$ cat src/rtl/dbg_watch_cfg.svh
/*
 * constants of the core debug watch unit: register selects, field
 * positions, write masks, vectors, version, boot settle count.
 * assumes inclusion by bare name from rtl files.
 */
`ifndef DBG_WATCH_CFG_SVH
`define DBG_WATCH_CFG_SVH

`define SEL_INSTR_WATCH_ADDR 3'h0
`define SEL_INSTR_WATCH_CTRL 3'h1
`define SEL_DATA_WATCH_ADDR 3'h2
`define SEL_DATA_WATCH_CTRL 3'h3
`define SEL_DEBUG_STATUS 3'h4
`define SEL_EXT_DEBUG 3'h5
`define SEL_RETURN_PC 3'h6
`define SEL_SCRATCH 3'h7

`define MORE_PAIRS_BIT 31
`define WATCH_CTRL_RW_MASK 32'h40ff_0ff8
`define IW_ADDR_MASK 64'hffff_ffff_ffff_fffc
`define DW_ADDR_MASK 64'hffff_ffff_ffff_fffb
`define DW_LOAD_BIT 1
`define DW_STORE_BIT 0
`define IW_ENABLE_BIT 2
`define WATCH_VADDR_LO 3

`define DBG_MODE_BIT 30
`define DBG_NO_CTRL_REG_BIT 29
`define DBG_NORMAL_MEM_BIT 28
`define DBG_MCHK_BIT 23
`define DBG_CERR_BIT 22
`define DBG_BERR_BIT 21
`define DBG_IEXI_BIT 20
`define DBG_IMPR_HI 19
`define DBG_IMPR_LO 18
`define DBG_VER_HI 17
`define DBG_VER_LO 15
`define DBG_VERSION 3'h1
`define DBG_SSTEP_BIT 8
`define DBG_INT_STATUS_BIT 5
`define DBG_IW_BIT 4
`define DBG_SW_BIT 3
`define DBG_LW_BIT 2
`define DBG_BP_BIT 1
`define DBG_SS_BIT 0

`define EXT_EN_BIT 31
`define EXT_ALT_BIT 30
`define EXT_PRV_BIT 8
`define EXT_EVENT_BIT 5
`define EXT_TRIG_HI 4
`define EXT_TRIG_LO 2

`define RESET_VECTOR 64'hffff_ffff_bfc0_0000
`define ALT_DEBUG_VECTOR 64'hffff_ffff_b000_0480
`define STD_DEBUG_VECTOR 64'hffff_ffff_bfc0_0480
// edges after reset release before the boot strap has crossed the
// agent flop and both sync stages
`define BOOT_SETTLE_CNT 2'h3

`endif

$ cat src/rtl/dbg_watch_pkg.sv
/*
 * types shared by the debug watch unit and the bench; the agent does not use them.
 * assumes nothing beyond the cfg header for constants.
 */
`default_nettype none
package dbg_watch_pkg;
    typedef enum logic [1:0] {
        MODE_USER = 2'b00,
        MODE_SUPER = 2'b01,
        MODE_KERNEL = 2'b10,
        MODE_EXC = 2'b11
    } cpu_mode_e;
    typedef logic [63:0] word_t;
endpackage
`default_nettype wire

$ cat src/rtl/dbg_pins_if.sv
/*
 * pins between the debug unit and the external debug agent.
 * assumes both ends run on one sys_clk.
 */
`default_nettype none
interface dbg_pins_if;
    logic debug_interrupt_pin;
    logic debug_boot_pin;
    logic debug_event_notify_pin;
    modport unit
    (
        input debug_interrupt_pin,
        input debug_boot_pin,
        output debug_event_notify_pin
    );
    modport agent
    (
        output debug_interrupt_pin,
        output debug_boot_pin,
        input debug_event_notify_pin
    );
endinterface
`default_nettype wire

$ cat src/rtl/pin_sync.sv
/*
 * two flip-flop synchroniser for one level input.
 * assumes async input, sys_clk domain output.
 */
`default_nettype none
module pin_sync
(
    input wire logic sys_clk,
    input wire logic arst_n,
    input wire logic pin,
    output logic level
);
    typedef struct packed {
        logic s1;
        logic s2;
    } sync_s;
    sync_s st_ff;
    sync_s nxt_st;

    always_comb
    begin
        nxt_st.s1 = pin;
        nxt_st.s2 = st_ff.s1;
    end

    always_ff @(posedge sys_clk or negedge arst_n)
    begin
        if (!arst_n)
            st_ff <= '0;
        else
            st_ff <= nxt_st;
    end

    assign level = st_ff.s2;
endmodule
`default_nettype wire

$ cat src/rtl/core_debug_watch_unit.sv
/*
 * core debug watch unit: two watch pairs, debug status, return pc,
 * scratch and extended debug control; decides debug entry and vector.
 * assumes the core gives one-cycle strobes for register writes,
 * retire, breakpoint instruction and debug return, and holds reg_sel
 * stable while reading.
 */
`default_nettype none
`include "dbg_watch_cfg.svh"
module core_debug_watch_unit
(
    input wire logic sys_clk,
    input wire logic arst_n,
    dbg_pins_if.unit pins,
    input wire logic [2:0] reg_sel,
    input wire logic reg_wr,
    input wire logic [63:0] reg_wdata,
    output logic [63:0] reg_rdata,
    input wire logic retire,
    input wire logic [63:0] retire_pc,
    input wire dbg_watch_pkg::cpu_mode_e cpu_mode,
    input wire logic fetch_valid,
    input wire logic [63:0] fetch_addr,
    input wire logic load_valid,
    input wire logic store_valid,
    input wire logic [63:0] data_addr,
    input wire logic sw_breakpoint_instr,
    input wire logic debug_return_instr,
    input wire logic [2:0] err_pending_set,
    output logic debug_enter,
    output logic watch_exception,
    output logic redirect,
    output logic [63:0] redirect_pc,
    output logic debug_mode_flag
);
    typedef struct packed {
        logic [63:0] iw_addr;
        logic [31:0] iw_ctrl;
        logic [63:0] dw_addr;
        logic [31:0] dw_ctrl;
        logic [63:0] debug_return_pc;
        logic [63:0] debug_scratch;
        logic [31:0] dbg;
        logic [31:0] ext;
        logic int_seen;
        logic boot_done;
        logic [1:0] boot_cnt;
        logic [63:0] rdata;
        logic enter;
        logic wexc;
        logic redir;
        logic [63:0] rpc;
        logic evt_pin;
    } unit_s;
    unit_s st_ff;
    unit_s nxt_st;

    logic intr_lvl;
    logic boot_lvl;

    pin_sync u_int_sync
    (
        .sys_clk(sys_clk),
        .arst_n(arst_n),
        .pin(pins.debug_interrupt_pin),
        .level(intr_lvl)
    );
    pin_sync u_boot_sync
    (
        .sys_clk(sys_clk),
        .arst_n(arst_n),
        .pin(pins.debug_boot_pin),
        .level(boot_lvl)
    );

    logic in_debug;
    logic ext_on;
    logic iw_hit;
    logic ld_hit;
    logic st_hit;
    logic step_ok;
    logic ss_hit;
    logic int_hit;
    logic [2:0] kinds;
    logic [31:0] dbg_rd;

    always_comb
    begin
        nxt_st = st_ff;
        in_debug = st_ff.dbg[`DBG_MODE_BIT];
        ext_on = st_ff.ext[`EXT_EN_BIT];
        // low address bits 2:0 are masked; watch hits on the 8-byte doubleword
        iw_hit = fetch_valid && st_ff.iw_addr[`IW_ENABLE_BIT]
            && (fetch_addr[63:`WATCH_VADDR_LO]
            == st_ff.iw_addr[63:`WATCH_VADDR_LO]);
        ld_hit = load_valid && st_ff.dw_addr[`DW_LOAD_BIT]
            && (data_addr[63:`WATCH_VADDR_LO]
            == st_ff.dw_addr[63:`WATCH_VADDR_LO]);
        st_hit = store_valid && st_ff.dw_addr[`DW_STORE_BIT]
            && (data_addr[63:`WATCH_VADDR_LO]
            == st_ff.dw_addr[63:`WATCH_VADDR_LO]);
        kinds = {iw_hit, st_hit, ld_hit};
        // non-user stepping needs the privileged bit only in ext mode
        step_ok = (cpu_mode == dbg_watch_pkg::MODE_USER) || !ext_on
            || st_ff.ext[`EXT_PRV_BIT];
        ss_hit = retire && st_ff.dbg[`DBG_SSTEP_BIT] && !in_debug
            && step_ok;
        int_hit = intr_lvl && !st_ff.int_seen && !in_debug;
        nxt_st.int_seen = intr_lvl;
        nxt_st.enter = 1'b0;
        nxt_st.wexc = 1'b0;
        nxt_st.redir = 1'b0;
        nxt_st.rpc = st_ff.rpc;

        // register writes
        if (reg_wr)
        begin
            unique case (reg_sel)
                `SEL_INSTR_WATCH_ADDR:
                    nxt_st.iw_addr = reg_wdata & `IW_ADDR_MASK;
                `SEL_INSTR_WATCH_CTRL:
                    nxt_st.iw_ctrl = reg_wdata[31:0]
                        & `WATCH_CTRL_RW_MASK;
                `SEL_DATA_WATCH_ADDR:
                    nxt_st.dw_addr = reg_wdata & `DW_ADDR_MASK;
                `SEL_DATA_WATCH_CTRL:
                    nxt_st.dw_ctrl = reg_wdata[31:0]
                        & `WATCH_CTRL_RW_MASK;
                `SEL_DEBUG_STATUS:
                begin
                    nxt_st.dbg[`DBG_SSTEP_BIT] = reg_wdata[`DBG_SSTEP_BIT];
                    nxt_st.dbg[`DBG_IEXI_BIT] = reg_wdata[`DBG_IEXI_BIT];
                    // writing one clears a pending bit
                    nxt_st.dbg[`DBG_MCHK_BIT:`DBG_BERR_BIT] =
                        st_ff.dbg[`DBG_MCHK_BIT:`DBG_BERR_BIT]
                        & ~reg_wdata[`DBG_MCHK_BIT:`DBG_BERR_BIT];
                end
                `SEL_EXT_DEBUG:
                begin
                    nxt_st.ext[`EXT_EN_BIT] = reg_wdata[`EXT_EN_BIT];
                    // clear of alt vector only lands with boot low
                    nxt_st.ext[`EXT_ALT_BIT] = reg_wdata[`EXT_ALT_BIT]
                        | boot_lvl;
                    nxt_st.ext[`EXT_PRV_BIT] = reg_wdata[`EXT_PRV_BIT];
                    nxt_st.ext[`EXT_EVENT_BIT] =
                        reg_wdata[`EXT_EVENT_BIT];
                    nxt_st.ext[`EXT_TRIG_HI:`EXT_TRIG_LO] =
                        reg_wdata[`EXT_TRIG_HI:`EXT_TRIG_LO];
                end
                `SEL_RETURN_PC:
                    nxt_st.debug_return_pc = reg_wdata;
                `SEL_SCRATCH:
                    nxt_st.debug_scratch = reg_wdata;
            endcase
        end

        // hardware sets win over software clears
        nxt_st.dbg[`DBG_MCHK_BIT:`DBG_BERR_BIT] =
            nxt_st.dbg[`DBG_MCHK_BIT:`DBG_BERR_BIT] | err_pending_set;
        if (boot_lvl)
            nxt_st.ext[`EXT_ALT_BIT] = 1'b1;
        if (ext_on && |(kinds & st_ff.ext[`EXT_TRIG_HI:`EXT_TRIG_LO]))
            nxt_st.ext[`EXT_EVENT_BIT] = 1'b1;

        // the agent flop and the synchroniser are cleared during reset,
        // so the strap is only trusted once both have filled
        if (!st_ff.boot_done)
        begin
            nxt_st.boot_cnt = st_ff.boot_cnt + 2'h1;
            if (st_ff.boot_cnt == `BOOT_SETTLE_CNT)
            begin
                nxt_st.boot_done = 1'b1;
                nxt_st.redir = 1'b1;
                nxt_st.rpc = `RESET_VECTOR;
                if (boot_lvl)
                begin
                    nxt_st.dbg[`DBG_MODE_BIT] = 1'b1;
                    nxt_st.ext[`EXT_ALT_BIT] = 1'b1;
                    nxt_st.rpc = `ALT_DEBUG_VECTOR;
                end
            end
        end
        else if (debug_return_instr && in_debug)
        begin
            nxt_st.dbg[`DBG_MODE_BIT] = 1'b0;
            nxt_st.redir = 1'b1;
            nxt_st.rpc = st_ff.debug_return_pc;
        end
        else if (!in_debug && (int_hit || ss_hit || sw_breakpoint_instr
            || (ext_on && |kinds)))
        begin
            nxt_st.dbg[`DBG_MODE_BIT] = 1'b1;
            nxt_st.debug_return_pc = retire_pc;
            nxt_st.dbg[`DBG_INT_STATUS_BIT] = int_hit;
            nxt_st.dbg[`DBG_BP_BIT] = sw_breakpoint_instr;
            nxt_st.dbg[`DBG_SS_BIT] = ss_hit;
            nxt_st.dbg[`DBG_IW_BIT:`DBG_LW_BIT] =
                ext_on ? kinds : 3'h0;
            nxt_st.enter = 1'b1;
            nxt_st.redir = 1'b1;
            nxt_st.rpc = st_ff.ext[`EXT_ALT_BIT] ? `ALT_DEBUG_VECTOR
                : `STD_DEBUG_VECTOR;
        end
        else if (!ext_on && !in_debug && |kinds)
            nxt_st.wexc = 1'b1;

        // read view
        dbg_rd = st_ff.dbg;
        dbg_rd[`DBG_NO_CTRL_REG_BIT] = 1'b1;
        dbg_rd[`DBG_NORMAL_MEM_BIT] = 1'b0;
        dbg_rd[`DBG_IMPR_HI:`DBG_IMPR_LO] = 2'h0;
        dbg_rd[`DBG_VER_HI:`DBG_VER_LO] = `DBG_VERSION;
        if (!ext_on)
            dbg_rd[`DBG_IW_BIT:`DBG_LW_BIT] = 3'h0;
        unique case (reg_sel)
            `SEL_INSTR_WATCH_ADDR: nxt_st.rdata = st_ff.iw_addr;
            `SEL_INSTR_WATCH_CTRL: nxt_st.rdata = {32'h0000_0000,
                st_ff.iw_ctrl | (32'h0000_0001 << `MORE_PAIRS_BIT)};
            `SEL_DATA_WATCH_ADDR: nxt_st.rdata = st_ff.dw_addr;
            `SEL_DATA_WATCH_CTRL:
                nxt_st.rdata = {32'h0000_0000, st_ff.dw_ctrl};
            `SEL_DEBUG_STATUS: nxt_st.rdata = {32'h0000_0000, dbg_rd};
            `SEL_EXT_DEBUG: nxt_st.rdata = {32'h0000_0000, st_ff.ext};
            `SEL_RETURN_PC: nxt_st.rdata = st_ff.debug_return_pc;
            `SEL_SCRATCH: nxt_st.rdata = st_ff.debug_scratch;
        endcase
        nxt_st.evt_pin = nxt_st.ext[`EXT_EVENT_BIT];
    end

    always_ff @(posedge sys_clk or negedge arst_n)
    begin
        if (!arst_n)
            st_ff <= '0;
        else
            st_ff <= nxt_st;
    end

    assign pins.debug_event_notify_pin = st_ff.evt_pin;
    assign reg_rdata = st_ff.rdata;
    assign debug_enter = st_ff.enter;
    assign watch_exception = st_ff.wexc;
    assign redirect = st_ff.redir;
    assign redirect_pc = st_ff.rpc;
    assign debug_mode_flag = st_ff.dbg[`DBG_MODE_BIT];
endmodule
`default_nettype wire

$ cat src/flat_wrapper.sv
// flat-port wrapper written by rule: the top's interface ports become plain ports
module core_debug_watch_unit_flat 
  (sys_clk, arst_n, reg_sel, reg_wr, reg_wdata, reg_rdata, retire, retire_pc, cpu_mode, fetch_valid, fetch_addr, load_valid, store_valid, data_addr, sw_breakpoint_instr, debug_return_instr, err_pending_set, debug_enter, watch_exception, redirect, redirect_pc, debug_mode_flag, pins_debug_interrupt_pin, pins_debug_boot_pin, pins_debug_event_notify_pin);
  dbg_pins_if pins_i ();
  input wire logic sys_clk;
  input wire logic arst_n;
  input wire logic [2:0] reg_sel;
  input wire logic reg_wr;
  input wire logic [63:0] reg_wdata;
  output logic [63:0] reg_rdata;
  input wire logic retire;
  input wire logic [63:0] retire_pc;
  input wire dbg_watch_pkg::cpu_mode_e cpu_mode;
  input wire logic fetch_valid;
  input wire logic [63:0] fetch_addr;
  input wire logic load_valid;
  input wire logic store_valid;
  input wire logic [63:0] data_addr;
  input wire logic sw_breakpoint_instr;
  input wire logic debug_return_instr;
  input wire logic [2:0] err_pending_set;
  output logic debug_enter;
  output logic watch_exception;
  output logic redirect;
  output logic [63:0] redirect_pc;
  output logic debug_mode_flag;
  input wire logic [$bits(pins_i.debug_interrupt_pin)-1:0] pins_debug_interrupt_pin;
  input wire logic [$bits(pins_i.debug_boot_pin)-1:0] pins_debug_boot_pin;
  output wire logic [$bits(pins_i.debug_event_notify_pin)-1:0] pins_debug_event_notify_pin;
  assign pins_i.debug_interrupt_pin = pins_debug_interrupt_pin;
  assign pins_i.debug_boot_pin = pins_debug_boot_pin;
  assign pins_debug_event_notify_pin = pins_i.debug_event_notify_pin;
  core_debug_watch_unit u_core (.sys_clk(sys_clk), .arst_n(arst_n), .pins(pins_i), .reg_sel(reg_sel), .reg_wr(reg_wr), .reg_wdata(reg_wdata), .reg_rdata(reg_rdata), .retire(retire), .retire_pc(retire_pc), .cpu_mode(cpu_mode), .fetch_valid(fetch_valid), .fetch_addr(fetch_addr), .load_valid(load_valid), .store_valid(store_valid), .data_addr(data_addr), .sw_breakpoint_instr(sw_breakpoint_instr), .debug_return_instr(debug_return_instr), .err_pending_set(err_pending_set), .debug_enter(debug_enter), .watch_exception(watch_exception), .redirect(redirect), .redirect_pc(redirect_pc), .debug_mode_flag(debug_mode_flag));
endmodule
$ cat config.mk
export PLATFORM = sky130hd
export DESIGN_NAME = core_debug_watch_unit_flat
export DESIGN_NICKNAME = d
export VERILOG_FILES = /design/src/rtl/dbg_watch_pkg.sv /design/src/rtl/dbg_pins_if.sv /design/src/rtl/pin_sync.sv /design/src/rtl/core_debug_watch_unit.sv /design/src/flat_wrapper.sv
export VERILOG_INCLUDE_DIRS = /design/src /design/src/rtl
export SDC_FILE = /design/constraint.sdc
export NUM_CORES = 1
export LEC_CHECK = 0
export BUFFER_PORTS_ARGS = -buffer_cell sky130_fd_sc_hd__clkbuf_2
export CAP_MARGIN = 30
export CORE_UTILIZATION = 56
export CTS_BUF_LIST = sky130_fd_sc_hd__clkbuf_16
export DETAILED_ROUTE_END_ITERATION = 6
export PLACE_DENSITY = 0.91
export SYNTH_ARGS = -nofsm -noshare
export SYNTH_HDL_FRONTEND = slang
export SYNTH_HIERARCHICAL = 1
export SYNTH_SLANG_ARGS = --single-unit
$ cat constraint.sdc
create_clock -name sys_clk -period 3.24 [get_ports sys_clk]
set_input_delay 0.648 -clock sys_clk [delete_from_list [all_inputs] [get_ports sys_clk]]
set_output_delay 0.648 -clock sys_clk [all_outputs]
set_load 0.05 [all_outputs]
==> insert_results.sql <==
INSERT INTO impl_metrics (metric_group, metric, value, unit) VALUES
('clock_tree', 'cts.path.max_buffers', '3', ''),
('drt', 'detail-route-antenna-nets', '0', ''),
('drt', 'drt_iter0_markers', '1490', ''),
('clock_tree', 'cts_inserted_buffers', '46', ''),
('clock_tree', 'cts_tree', 'done', ''),
('logic_synthesis', 'ys_seq_elements', '447', ''),
('min_path', 'hold_path_class', 'in -> async', ''),
('logic_synthesis', 'post_synth_instance_area', '21600', 'sq um'),
('timing', 'report.final.hold_viol_count', '0', ''),
('logic_synthesis', 'synth_cell_type_count', '52', ''),
('worst_setup_path', 'crit_path_start', 'u_core/st_ff[402]', ''),
('power_and_ir_drop', 'ir_worst_vdd', '0.559', 'mV'),
('placed_design', 'hpwlAfterDp', '50600', 'um'),
('final_layout', 'fin_nets', '2335', ''),
('power_and_ir_drop', 'sw_frac_of_total', '0.383', ''),
('worst_setup_path', 'critical_path.startpoint_type', 'flip-flop', ''),
('logic_synthesis', 'synth_cells', '1768', ''),
('timing', 'layout_setup_ws', '0.191', 'ns'),
('grt', 'grt_usage', '0.356', ''),
('logic_synthesis', 'synth.most_common_cell', 'dfrtp_1', ''),
('power_and_ir_drop', 'pwr-share-seq', '0.405', ''),
('power_and_ir_drop', 'leakage', '11.7', 'nW'),
('power_and_ir_drop', 'powerDensity', '828', 'nW/um^2'),
('worst_setup_path', 'worst-endpoint-required', '3.70', 'ns'),
('clock_tree', 'ctsHtreeMaxLevel', '2', ''),
('drt', 'via_count', '16300', ''),
('logic_synthesis', 'synth_sequential_area_ratio', '0.517', ''),
('logic_synthesis', 'synth.net_count', '2044', ''),
('floorplanning', 'placementRows', '71', ''),
('floorplanning', 'floorplan.die.height', '199', 'um'),
('worst_setup_path', 'reg_to_reg_setup_timing_slack', '0.19', 'ns'),
('placed_design', 'port-buffer-count', '401', ''),
('drt', 'routed_via_density', '6.25', ''),
('floorplanning', 'die_area', '39400', 'sq um'),
('worst_setup_path', 'worst-endpoint-arrival', '3.51', 'ns'),
('timing', 'setup_viol', '0', ''),
('run', 'drv.max_cap_violation_count', '0', ''),
('power_and_ir_drop', 'comb_power_share', '0.348', ''),
('floorplanning', 'floorplan.core_area', '37800', 'sq um'),
('timing', 'tightestPinTransition', '0.795', 'ns'),
('logic_synthesis', 'synth.avg_cell_area', '12.2', 'sq um'),
('placed_design', 'gp_congestion', '0.980', ''),
('status', 'run_status', 'completed', ''),
('grt', 'grt_start_max_net_pins', '87', ''),
('logic_synthesis', 'yosys_warnings', '6', ''),
('logic_synthesis', 'top_flip_flop_cell_by_instance_count_after_synthesis', 'dfrtp_1', ''),
('power_and_ir_drop', 'proportion_of_power_drawn_by_the_clock_network', '0.246', ''),
('grt', 'global_route_wire_length_before_repair', '103000', 'um'),
('logic_synthesis', 'netlist_top_cells_area', 'dfrtp_1 52%, mux2_2 19%, mux2i_1 4.8%', ''),
('floorplanning', 'ioPinCount', '408', ''),
('logic_synthesis', 'post_synth_most_frequent_cells', '447 x dfrtp_1, 364 x mux2_2, 129 x buf_4, 124 x nand2_1, 103 x mux2i_1', ''),
('drt', 'detail_route.drc_violations', '0', ''),
('timing', 'timing.slew.headroom', '0.468', ''),
('power_and_ir_drop', 'fin_total_pwr', '0.0209', 'W'),
('grt', 'gr-total-overflow', '0', ''),
('drt', 'routed_wirelength', '70000', 'um'),
('timing', 'count_of_final_max_slew_check_failures', '0', ''),
('timing', 'finClkSkew', '0.0355', 'ns'),
('final_layout', 'layout.filler_cells', '2668', ''),
('timing', 'fmaxAchievable', '0.328', 'GHz'),
('final_layout', 'areaGrowthSynthToFinish', '16.6', '%'),
('timing', 'finalCritPeriodShare', '0.941', ''),
('drt', 'drt_pre_antenna_iters', '6', ''),
('clock_tree', 'cts.reportedPaths.clkPinSlew', '0.06', 'ns'),
('worst_setup_path', 'crit-reg2reg-launch', 'u_core/st_ff[402]', ''),
('worst_setup_path', 'reg2reg_to', 'u_core/st_ff[314]', ''),
('worst_setup_path', 'path_class', 'reg -> reg', ''),
('clock_tree', 'clkLatencyLatePin', '0.60', 'ns'),
('grt', 'via_count_of_the_first_global_routing_pass', '16500', ''),
('logic_synthesis', 'synth_enable_flop_cells', '0', ''),
('final_layout', 'utilization', '0.667', '');
worst max path at each step:
stage | end | cells past startpoint
2_1_floorplan | u_core/dbg_rd[1] | 10
5_1_grt | u_core/redirect_pc[25] | 10
4_1_cts | u_core/st_ff[314] | 9
6_report | u_core/st_ff[314] | 9
3_5_place_dp | u_core/st_ff[314] | 10
3_3_place_gp | u_core/dbg_rd[5] | 10
logic make-up (layout without fill, tap and decap cells):
group / after synthesis / count (layout) / synth area share
other: 0 / 6 / 0
AOI/OAI and AO/OA: 155 / 155 / 0.0487
xor gates and xnor gates: 110 / 110 / 0.0445
buffers and inverters: 245 / 571 / 0.0668
and+or+nand+nor: 334 / 334 / 0.0761
adders and majority gates: 1 / 1 / 0.000578
muxes: 476 / 476 / 0.246
DFF: 447 / 447 / 0.517
per-stage QoR:
step	hold slack (ns)	cell area [sq um]	cells
3_5_place_dp	0.346	23800	2522
5_1_grt	0.0423	25200	2609
2_1_floorplan	0.331	21600	1768
4_1_cts	0.0139	25200	2605
6_report	0.0215	25200	2611
3_3_place_gp	0.340	23800	2522
power groups by stage:
stage	combinational (W)	sequential, W	clock, W
after floorplan	0.00577	0.00807	0
after global placement	0.00694	0.00836	0
after detailed placement	0.00717	0.00848	0
after CTS	0.00723	0.00841	0.00522
after global routing	0.00766	0.00862	0.00541
final	0.00728	0.00848	0.00515
sequential cells by signal, summed over array words and instances (netlist names):
register                   cells
u_core/dbg_rd                  8
u_core/u_int_sync/level        1
u_core/st_ff                 302
u_core/watch_exception         1
u_core/ext_on                  1
u_core/redirect                1
u_core/debug_enter             1
u_core/redirect_pc            64
u_core/reg_rdata              64
u_core/u_boot_sync/nxt_st      1
u_core/debug_mode_flag         1
u_core/u_int_sync/nxt_st       1
u_core/u_boot_sync/level       1
routing by layer:
| layer | global-route usage | vias to the layer above | wire [um] |
|---|---|---|---|
| met5 | 0 | - | 40 |
| met4 | 0.186 | 6 | 3610 |
| met3 | 0.0951 | 219 | 7290 |
| met2 | 0.560 | 1045 | 32500 |
| met1 | 0.451 | 8245 | 26500 |
| li1 | - | 6796 | - |
layout make-up:
cell class	instances	area [sq um]	area share
timing repair buffer	474	2820	0.112
tap	511	639	0.0253
multi-input combinational	1076	9080	0.360
clock buffer	46	1150	0.0456
inverter	14	53.8	0.00213
clock inverter	37	293	0.0116
antenna	6	15.0	0.000595
sequential	447	11200	0.443
cells in the final DEF, fill, tap and decap left out, types with 4 or more instances in the layout:
| cell type | synthesis | layout |
|---|---|---|
| o211ai_1 | 7 | 7 |
| clkbuf_16 | 0 | 46 |
| dfrtp_1 | 447 | 447 |
| nor3_1 | 8 | 8 |
| o22ai_1 | 42 | 42 |
| nand4_1 | 59 | 59 |
| diode_2 | 0 | 6 |
| a21oi_1 | 28 | 28 |
| xor2_1 | 36 | 36 |
| a22oi_1 | 4 | 4 |
| inv_1 | 13 | 24 |
| buf_4 | 129 | 55 |
| nor2b_1 | 28 | 28 |
| mux2i_1 | 103 | 103 |
| a32o_1 | 20 | 20 |
| nor4_1 | 30 | 30 |
| clkinv_1 | 0 | 8 |
| nand3_1 | 20 | 17 |
| buf_12 | 0 | 20 |
| clkbuf_2 | 0 | 398 |
| mux4_2 | 9 | 9 |
| xnor2_1 | 74 | 73 |
| o21ai_0 | 26 | 26 |
| and2_1 | 4 | 4 |
| mux2_2 | 364 | 364 |
| clkinv_2 | 1 | 8 |
| nor2_1 | 44 | 43 |
| bufinv_16 | 0 | 4 |
| nand2_1 | 124 | 123 |
| a221oi_1 | 6 | 6 |
what timing repair did:
action                     in CTS  in global routing
resized for setup               0                  1
setup endpoints to repair       0                  2
buffers inserted                0                  0
hold buffers                    0                  0
critical path: stages, from the launching register on:
cell and delay (ns):
dfrtp_1 0.41, xnor2_1 0.38, buf_4 0.19, nand4_1 0.15, nor4_1 0.35, nand4_1 0.21
or2_2 0.36, a31o_4 0.34, buf_12 0.20, mux2_2 0.32
Note: power is estimated with default switching activity, not from simulation.
